<file path="src/logic/wmblm_pkg.sv">
package wmblm_pkg;
    // Data-type sizes presented with each access
    typedef enum logic [1:0] {
        SIZE_8,
        SIZE_16,
        SIZE_32,
        SIZE_RSVD
    } wmblm_size_e;

    localparam int ADDR_W      = 24;
    localparam int DATA_W      = 32;
    localparam int LANES       = 4;
    localparam int LANE_W      = 8;
    localparam int ADDR_MSB    = 23;
    localparam int SHIFT_8     = 2;
    localparam int SHIFT_16    = 1;
    localparam int HALF_SEL    = 0;
    localparam logic [3:0] BE_IDLE_N  = 4'h f;
    localparam logic [3:0] BE_LOW_N   = 4'h c;
    localparam logic [3:0] BE_HIGH_N  = 4'h 3;
    localparam logic [3:0] BE_ALL_N   = 4'h 0;
    localparam logic [23:0] ADDR_RST  = 24'h00_0000;
    localparam logic [31:0] DATA_RST  = 32'h0000_0000;
endpackage : wmblm_pkg

</file>
<file path="src/logic/wmblm_lane_decode.sv">
`timescale 1ns/1ps
module wmblm_lane_decode
(
    // Access description
    input  wire logic [23:0] i_addr,
    input  wire logic [1:0]  i_size,
    // Mapped result
    output logic      [23:0] o_ext_addr,
    output logic      [3:0]  o_be_n
);
    wire [1:0] lane_sel;
    wire [3:0] be8_n;
    wire [3:0] be16_n;
    wire [23:0] addr8;
    wire [23:0] addr16;

    assign lane_sel = i_addr[1:0];
    assign be8_n = ~(4'h 1 << lane_sel);
    assign be16_n = i_addr[wmblm_pkg::HALF_SEL] ?
                    wmblm_pkg::BE_HIGH_N : wmblm_pkg::BE_LOW_N;
    assign addr8 = {{wmblm_pkg::SHIFT_8{i_addr[wmblm_pkg::ADDR_MSB]}},
                    i_addr[23:wmblm_pkg::SHIFT_8]};
    assign addr16 = {{wmblm_pkg::SHIFT_16{i_addr[wmblm_pkg::ADDR_MSB]}},
                     i_addr[23:wmblm_pkg::SHIFT_16]};
    assign o_ext_addr = (i_size == 2'(wmblm_pkg::SIZE_8))  ? addr8  :
                        (i_size == 2'(wmblm_pkg::SIZE_16)) ? addr16 :
                        i_addr;
    assign o_be_n     = (i_size == 2'(wmblm_pkg::SIZE_8))  ? be8_n  :
                        (i_size == 2'(wmblm_pkg::SIZE_16)) ? be16_n :
                        wmblm_pkg::BE_ALL_N;
endmodule : wmblm_lane_decode

</file>
<file path="src/logic/wmblm_top.sv">
`timescale 1ns/1ps
module wmblm_top
(
    // Clock and reset
    input  wire logic        I_SYS_CLK,
    input  wire logic        I_ARST_N,
    // Core side
    input  wire logic        I_REQ,
    input  wire logic        I_WR,
    input  wire logic [23:0] I_ADDR,
    input  wire logic [1:0]  I_SIZE,
    input  wire logic [31:0] I_WDATA,
    output logic      [31:0] O_RDATA,
    output logic             O_RVALID,
    // Memory side
    output logic      [23:0] O_EXT_ADDR,
    output logic             O_BYTE_LANE0_ENABLE_N,
    output logic             O_BYTE_LANE1_ENABLE_N,
    output logic             O_BYTE_LANE2_ENABLE_N,
    output logic             O_BYTE_LANE3_ENABLE_N,
    output logic             O_WE_N,
    output logic      [31:0] O_DQ,
    output logic             O_DQ_OE,
    input  wire logic [31:0] I_DQ
);
    logic [23:0] ext_addr_ff;
    logic [3:0]  be_n_ff;
    logic        we_n_ff;
    logic [31:0] dq_ff;
    logic        dq_oe_ff;
    logic        rd_pend_ff;
    logic [1:0]  rd_size_ff;
    logic [1:0]  rd_lane_ff;
    logic [31:0] rdata_ff;
    logic        rvalid_ff;

    wire  [23:0] map_addr;
    wire  [3:0]  map_be_n;
    wire  [3:0]  nxt_be_n;
    wire  [31:0] lane_wdata;
    wire  [31:0] nxt_rdata;
    wire  [7:0]  rd_byte;
    wire  [15:0] rd_half;
    wire  [23:0] nxt_ext_addr;
    wire         nxt_we_n;
    wire  [31:0] nxt_dq;
    wire         nxt_dq_oe;
    wire         nxt_rd_pend;
    wire  [1:0]  nxt_rd_size;
    wire  [1:0]  nxt_rd_lane;
    wire         nxt_rvalid;
    wire         wr_req;
    wire         rd_req;

    wmblm_lane_decode u_decode
    (
        .i_addr     (I_ADDR),
        .i_size     (I_SIZE),
        .o_ext_addr (map_addr),
        .o_be_n     (map_be_n)
    );

    // Steers a right-justified value to its lanes
    function automatic logic [31:0] place(input logic [31:0] v,
                                          input logic [1:0]  sz,
                                          input logic [1:0]  ln);
        logic [31:0] r;
        r = v;
        if (sz == 2'(wmblm_pkg::SIZE_8))
            r = {24'h00_0000, v[7:0]} << {ln, 3'h 0};
        else if (sz == 2'(wmblm_pkg::SIZE_16))
            r = ln[0] ? {v[15:0], 16'h0000} : {16'h0000, v[15:0]};
        return r;
    endfunction : place

    // Size code compare; the spare code falls through to word
    function automatic logic size_is(input logic [1:0]             sz,
                                     input wmblm_pkg::wmblm_size_e k);
        return sz == 2'(k);
    endfunction : size_is

    assign wr_req       = I_REQ & I_WR;
    assign rd_req       = I_REQ & ~I_WR;

    assign nxt_be_n     = I_REQ ? map_be_n : wmblm_pkg::BE_IDLE_N;
    assign nxt_ext_addr = I_REQ ? map_addr : ext_addr_ff;
    assign nxt_we_n     = ~wr_req;
    assign nxt_dq_oe    = wr_req;
    assign lane_wdata   = place(I_WDATA, I_SIZE, I_ADDR[1:0]);
    assign nxt_dq       = wr_req ? lane_wdata : dq_ff;
    assign nxt_rd_pend  = rd_req;
    assign nxt_rd_size  = I_REQ ? I_SIZE : rd_size_ff;
    assign nxt_rd_lane  = I_REQ ? I_ADDR[1:0] : rd_lane_ff;
    assign nxt_rvalid   = rd_pend_ff;
    assign rd_byte      = 8'(I_DQ >> {rd_lane_ff, 3'h 0});
    assign rd_half      = rd_lane_ff[0] ? I_DQ[31:16] : I_DQ[15:0];
    // Data sampled at the edge that ends the strobe cycle: no wait states, so a
    // slower memory needs its own wrapper in front of this block
    assign nxt_rdata    = !rd_pend_ff ? rdata_ff
                        : size_is(rd_size_ff, wmblm_pkg::SIZE_8)
                        ? {24'h00_0000, rd_byte}
                        : size_is(rd_size_ff, wmblm_pkg::SIZE_16)
                        ? {16'h0000, rd_half} : I_DQ;

    always_ff @(posedge I_SYS_CLK or negedge I_ARST_N)
    begin
        if (!I_ARST_N)
        begin
            ext_addr_ff <= wmblm_pkg::ADDR_RST;
        end
        else
        begin
            ext_addr_ff <= nxt_ext_addr;
        end
    end

    always_ff @(posedge I_SYS_CLK or negedge I_ARST_N)
    begin
        if (!I_ARST_N)
        begin
            be_n_ff <= wmblm_pkg::BE_IDLE_N;
        end
        else
        begin
            be_n_ff <= nxt_be_n;
        end
    end

    always_ff @(posedge I_SYS_CLK or negedge I_ARST_N)
    begin
        if (!I_ARST_N)
        begin
            we_n_ff <= 1'b1;
        end
        else
        begin
            we_n_ff <= nxt_we_n;
        end
    end

    always_ff @(posedge I_SYS_CLK or negedge I_ARST_N)
    begin
        if (!I_ARST_N)
        begin
            dq_ff <= wmblm_pkg::DATA_RST;
        end
        else
        begin
            dq_ff <= nxt_dq;
        end
    end

    // Lanes driven only in the strobe cycle of a write
    always_ff @(posedge I_SYS_CLK or negedge I_ARST_N)
    begin
        if (!I_ARST_N)
        begin
            dq_oe_ff <= 1'b0;
        end
        else
        begin
            dq_oe_ff <= nxt_dq_oe;
        end
    end

    always_ff @(posedge I_SYS_CLK or negedge I_ARST_N)
    begin
        if (!I_ARST_N)
        begin
            rd_pend_ff <= 1'b0;
        end
        else
        begin
            rd_pend_ff <= nxt_rd_pend;
        end
    end

    always_ff @(posedge I_SYS_CLK or negedge I_ARST_N)
    begin
        if (!I_ARST_N)
        begin
            rd_size_ff <= 2'h0;
        end
        else
        begin
            rd_size_ff <= nxt_rd_size;
        end
    end

    always_ff @(posedge I_SYS_CLK or negedge I_ARST_N)
    begin
        if (!I_ARST_N)
        begin
            rd_lane_ff <= 2'h0;
        end
        else
        begin
            rd_lane_ff <= nxt_rd_lane;
        end
    end

    always_ff @(posedge I_SYS_CLK or negedge I_ARST_N)
    begin
        if (!I_ARST_N)
        begin
            rdata_ff <= wmblm_pkg::DATA_RST;
        end
        else
        begin
            rdata_ff <= nxt_rdata;
        end
    end

    always_ff @(posedge I_SYS_CLK or negedge I_ARST_N)
    begin
        if (!I_ARST_N)
        begin
            rvalid_ff <= 1'b0;
        end
        else
        begin
            rvalid_ff <= nxt_rvalid;
        end
    end

    assign O_EXT_ADDR            = ext_addr_ff;
    assign O_BYTE_LANE0_ENABLE_N = be_n_ff[0];
    assign O_BYTE_LANE1_ENABLE_N = be_n_ff[1];
    assign O_BYTE_LANE2_ENABLE_N = be_n_ff[2];
    assign O_BYTE_LANE3_ENABLE_N = be_n_ff[3];
    assign O_WE_N                = we_n_ff;
    assign O_DQ                  = dq_ff;
    assign O_DQ_OE               = dq_oe_ff;
    assign O_RDATA               = rdata_ff;
    assign O_RVALID              = rvalid_ff;
endmodule : wmblm_top

</file>
<file path="config.mk">
export PLATFORM = sky130hd
export DESIGN_NAME = wmblm_top
export DESIGN_NICKNAME = d
export VERILOG_FILES = /design/src/logic/wmblm_pkg.sv /design/src/logic/wmblm_lane_decode.sv /design/src/logic/wmblm_top.sv
export SDC_FILE = /design/constraint.sdc
export NUM_CORES = 1
export LEC_CHECK = 0
export ABC_AREA = 0
export BUFFER_PORTS_ARGS = -buffer_cell sky130_fd_sc_hd__buf_2
export CORE_MARGIN = 2
export CORE_UTILIZATION = 50
export DETAILED_ROUTE_END_ITERATION = 8
export GPL_ROUTABILITY_DRIVEN = 0
export PLACE_DENSITY = 0.9
export SKIP_LAST_GASP = 1
export SYNTH_ARGS = -nofsm -noshare
export SYNTH_HDL_FRONTEND = slang
export SYNTH_SLANG_ARGS = --single-unit
</file>
<file path="constraint.sdc">
create_clock -name I_SYS_CLK -period 2.1 [get_ports I_SYS_CLK]
set_input_delay 0.21 -clock I_SYS_CLK [delete_from_list [all_inputs] [get_ports I_SYS_CLK]]
set_output_delay 0.21 -clock I_SYS_CLK [all_outputs]
set_load 0.005 [all_outputs]
</file>
==> metrics.cfg, run 1 <==
[floorplanning]
die_w_microns = 106
placementRows = 37
ios = 189
design.die.area_sq_um = 11100
die_h_microns = 106
start_util_pct = 50.7
core_area_sq_um = 10200

[yosys]
yosysSeqAreaShare_pct = 48.6
synth_top_family_by_area = compound AO/OA/AOI/OAI gates
netlist_instances = 513
syn_area_sq_um = 5160
yosys-top-cells-area = dfrtp_1, mux2_2, o21ai_0
synth_compound_area_share_pct = 15.8
synth_edf_count = 0
synthSimpleGateAreaFrac_pct = 15.6
synth_seq_cells = 100
synth_top_area_share_pct = 46.1
yosysWarnings = 0
synth.largest_area_cell = dfrtp_1
synth_ff_type = dfrtp_1
syn_nets = 607
synth_xor_area_share_pct = 0
syn_avg_cell_area_sq_um = 10.1
synth_mux_area_share_pct = 13.7
async_reset_ff_share_pct = 100
synth_fa_ha_area_share_pct = 0
yosys.cell_types.count = 39

[sta]
relSlewSlack_pct = 44.4
report.final.hold_viol_count = 0
fin_setup_tns_ns = 0
rsz0062_at_grt = no
fin_crit_sh_pct = 93.6
tightestPinTransition_ns = 0.835
hold_slack_ns = 0.0406
period_minus_slack_ns = 1.97
fmax_ghz = 0.509
setup_viol = 0
finClkSkew_ns = 0.00414
drv_slew = 0
worst_slack_ns = 0.133

[worst_setup_path]
arrival_ns = 2.24
critPathLaunchType = flop
critPathRequiredTime_ns = 2.38
end_kind = flop
path_class = flop to flop
cp_max_fo = 29

[drt]
via_per_inst = 5.73
drtIter0Drc = 307
wl_per_cell_microns = 17.2
drc = 0
dr_total_vias = 4708
wirelength_mm = 14.2
antenna_left = 0
drt-pass1-iter-count = 5

[clock_network]
post_cts_resized = 0
cts_root_buf = clkbuf_8
cts_buffer_depth = 2
clk_latency_ns = 0.36
htreeDepth = 3
cts_tree = done
path_clk_slew_ns = 0.09
cts.sinks = 100
cts-buffers-inserted = 9

[run]
maxCapViolCount = 0

[layout]
most-common-layout-cells = buf_2, dfrtp_1, o21ai_0, nand2_1, mux2_2
final_layout_size_suffix_gt1_share_pct = 38.4
final_common_cell = buf_2
syn2layout_area_growth_pct = 24.3
final_util_pct = 63.0
num_antenna_cells = 0
nNetsFinal = 775

[global_routing]
grt_pass1_wl_mm = 22.0
antenna_found_initial = 0
grt_overflow = 0
grt_max_degree = 48
grt_pass1_vias = 4653
grt_usage_pct = 24.9

[power_and_ir_drop]
ir_worst_vdd_v = 0.000373
power_density_nw_per_um2 = 733
leakage_uw = 0.00318

[placement]
pre_cts_ws_ns = 0.261
portBuffers = 188
post-dp-hpwl_mm = 10.2

[outcome]
outcome = completed

[worst_hold_path]
min_path_type = input port to flop

[state kept, by name, summed over array words and instances (netlist names)]
name	flops
O_DQ	32
O_DQ_OE	1
O_EXT_ADDR	24
O_RDATA	32
O_RVALID	1
O_WE_N	1
be_n_ff	4
nxt_rvalid	1
rd_lane_ff	2
rd_size_ff	2
[Yosys cell counts (9+ instances only)]
cell type and instances:
nand2_1 56, nor2_1 19, mux2_2 35, o31ai_1 9, mux2i_1 31, inv_1 34, buf_2 14, clkbuf_1 25
dfrtp_1 95, o21ai_0 64, nand3_1 24
[path summary, 6_finish.rpt]
kind                                from        endpoint  slack [ns]  cells past startpoint
setup / recovery           rd_size_ff[0]      O_RDATA[0]        0.13                      3
hold / removal                      I_WR      nxt_rvalid        0.04                      2
setup reg to reg           rd_size_ff[0]      O_RDATA[0]        0.13                      3
hold reg to reg                  O_DQ[0]         O_DQ[0]        0.48                      2
max in group asynchronous       I_ARST_N  O_EXT_ADDR[12]        1.03                      3
min in group asynchronous       I_ARST_N      O_RDATA[8]        0.39                      2
[logic make-up (layout without fill, tap and decap cells)]
| group | count (synthesis) | after routing |
|---|---|---|
| flip-flops | 100 | 100 |
| buffers and inverters | 79 | 251 |
| multiplexers | 66 | 66 |
| AND/OR/NAND/NOR | 143 | 143 |
| AO/OA/AOI/OAI | 125 | 125 |
[layout make-up]
type                            count  area (sq um)
Fill cell                         836          3770
Sequential cell                   100          2510
Multi-Input combinational cell    334          2330
Timing Repair Buffer              202          1080
Tap cell                          136           170
Inverter                           34           128
Clock buffer                        9           124
Clock inverter                      6          80.1
[critical path: stages (launching register included)]
cell,delay [ns]
dfrtp_1,0.90
nor2b_1,0.55
o21ai_0,0.18
a41oi_1,0.25
[routing by layer]
layer  part of all wire (%)  wire length (microns)  GRT usage (%)
met5                      0                      0              0
met4                    4.3                    612           14.5
met3                    7.3                   1030           3.96
met2                     49                   7000           42.5
met1                     39                   5510           29.8
[what timing repair did]
item,CTS,global route
hold buffers,1,0
endpoints found under the hold margin,40,0
setup buffers,0,0
[metrics by stage]
stage	instances	cell area [sq um]	power (uW)
2_1_floorplan	513	5160	2880
3_3_place_gp	805	6200	3370
3_5_place_dp	805	6200	3420
4_1_cts	821	6410	4720
5_1_grt	821	6410	4930
6_report	821	6410	4700
[report_power, final]
group | switching, uW | leakage, uW | internal (uW) | total (uW)
clock | 652 | 0.000109 | 657 | 1310
sequential | 186 | 0.00122 | 2180 | 2360
combinational | 518 | 0.00185 | 508 | 1030
Note: power is estimated with default switching activity, not from simulation.
==> run 2: changes to the inputs <==
- CELL_PAD_IN_SITES_DETAIL_PLACEMENT: default -> 1
- CELL_PAD_IN_SITES_GLOBAL_PLACEMENT: default -> 1
- CORE_UTILIZATION: 50 -> 37
- PLACE_DENSITY: 0.9 -> 0.89
==> run 2 against run 1 <==
Clock power increased by 41%. Non-clock buffer count is the same. Highest routed layer unchanged. Critical path depth unchanged. Flip-flop and latch count unchanged. Sequential share of layout area fell by 1.0 points. Total power is 12% higher. Worst hold slack better by 0.028 ns. Maximum frequency grew 0.61%. First-iteration DRC count up 14%. Routed wire length is 17% higher. Die area rose by 34%.
==> metrics.cfg, run 2 (synthesis results as in run 1) <==
[worst_setup_path]
worst_path_largest_cell_delay_ns = 0.86
critPathLaunchType = flop
critPathRequiredTime_ns = 2.36
arrival_ns = 2.21
ff2ff_path_depth = 3
path_class = flop to flop
end_kind = flop
crit_path_top_delay_cell = dfrtp_1
cp_max_fo = 28
worstPathCellList = nor3b_2 > nand2_1 > a41oi_1

[power_and_ir_drop]
ir_worst_vdd_v = 0.000338
p_switching_uw = 1530
leakage_uw = 0.00323
switching_share_pct = 28.9
combPwrFrac_pct = 20.1
pwr-share-seq_pct = 44.8
power_density_nw_per_um2 = 801
finalPower_uw = 5280
clkPwrFrac_pct = 35.1
p_int_uw = 3750

[sta]
rsz0062_at_grt = no
drv_slew = 0
finClkSkew_ns = 0.00609
fin_setup_tns_ns = 0
fmax_ghz = 0.512
report.final.hold_viol_count = 0
relSlewSlack_pct = 45.2
hold_slack_ns = 0.0689
setup_viol = 0
fin_crit_sh_pct = 93.1
period_minus_slack_ns = 1.95
tightestPinTransition_ns = 0.822

[floorplanning]
die_h_microns = 122
start_util_pct = 37.5
core_area_sq_um = 13800
ios = 189
design.die.area_sq_um = 14900
die_w_microns = 122
placementRows = 43

[clock_network]
clk_latency_ns = 0.35
path_clk_slew_ns = 0.07
htreeDepth = 3
cts_tree = done
cts_root_buf = clkbuf_16
post_cts_resized = 0
cts.sinks = 100
cts-buffers-inserted = 9
cts_buffer_depth = 2
post_cts_buffers = 0

[outcome]
outcome = completed

[layout]
finalInstanceArea_sq_um = 6590
syn2layout_area_growth_pct = 27.7
final_common_cell = buf_2
num_antenna_cells = 0
most-common-layout-cells = buf_2, dfrtp_1, o21ai_0, nand2_1, mux2_2
final_layout_size_suffix_gt1_share_pct = 38.3
nNetsFinal = 775

[placement]
placed_cell_area_sq_um = 6250
post-dp-hpwl_mm = 12.0
portBuffers = 188

[drt]
wl_per_cell_microns = 19.0
drc = 0
drtIter0Drc = 351
dr_total_vias = 4811
via_per_inst = 5.56
wirelength_mm = 16.5
antenna_left = 0
drt-pass1-iter-count = 4

[global_routing]
met1_usage_pct = 27.6
grt_pass1_wl_mm = 25.9
antenna_found_initial = 0
grt_use_met3_pct = 4.31
grt_overflow = 0
grt_max_degree = 46
use_met2_pct = 37.9
busiest_layer = met2
grt_pass1_vias = 4972
grt_usage_pct = 22.3

[worst_hold_path]
holdPathStages = 2
min_path_type = input port to flop

[run]
maxCapViolCount = 0

==> run 2: metrics by stage <==
stage / utilization, % / worst slack [ns] / instances
final: 47.8 / 0.145 / 866
after global routing: 47.8 / 0.0140 / 866
after CTS: 47.8 / 0.151 / 866
after detailed placement: 45.4 / 0.206 / 849
after global placement: 45.4 / 0.356 / 849
after floorplan: - / 0.644 / 513
==> run 2: final cells by class <==
class                      count  area [sq um]
clock buffer                  10           229
inverter                      34           128
sequential                   100          2510
multi-input combinational    334          2330
clock inverter                 6          96.3
fill                        1617          7180
tap                          180           225
timing repair buffer         202          1080
==> run 2: layer usage <==
metal	vias up	routed length [microns]
met3	34	1020
li1	2191	-
met5	-	0
met4	0	478
met2	168	8280
met1	2418	6720
==> run 2: worst paths after layout <==
check | start | end | slack [ns]
min | I_WR | nxt_rvalid | 0.07
max reg2reg | rd_lane_ff[0] | O_RDATA[6] | 0.15
max | rd_lane_ff[0] | O_RDATA[6] | 0.15
min in group asynchronous | I_ARST_N | O_EXT_ADDR[5] | 0.40
min reg2reg | O_DQ[3] | O_DQ[3] | 0.48
max in group asynchronous | I_ARST_N | O_RDATA[27] | 0.94
==> run 2: critical path, delay by kind of cell, from the launching register on <==
kind             cells  cell delay [ns]
AND/OR/NAND/NOR      2             0.76
AO/OA/AOI/OAI        1             0.24
flip-flops           1             0.86
==> run 2: power by group through the flow <==
stage	registers, uW	clock network (uW)	logic (uW)
after floorplan	2360	0	515
after global placement	2380	0	1020
after detailed placement	2400	0	1070
after CTS	2360	1890	1070
after global routing	2390	1960	1180
final	2360	1850	1060
==> run 2: repair_timing <==
item | in CTS | in global routing
endpoints found under the hold margin | 37 | 0
hold buffers | 1 | 0
setup endpoints to repair | 0 | 0
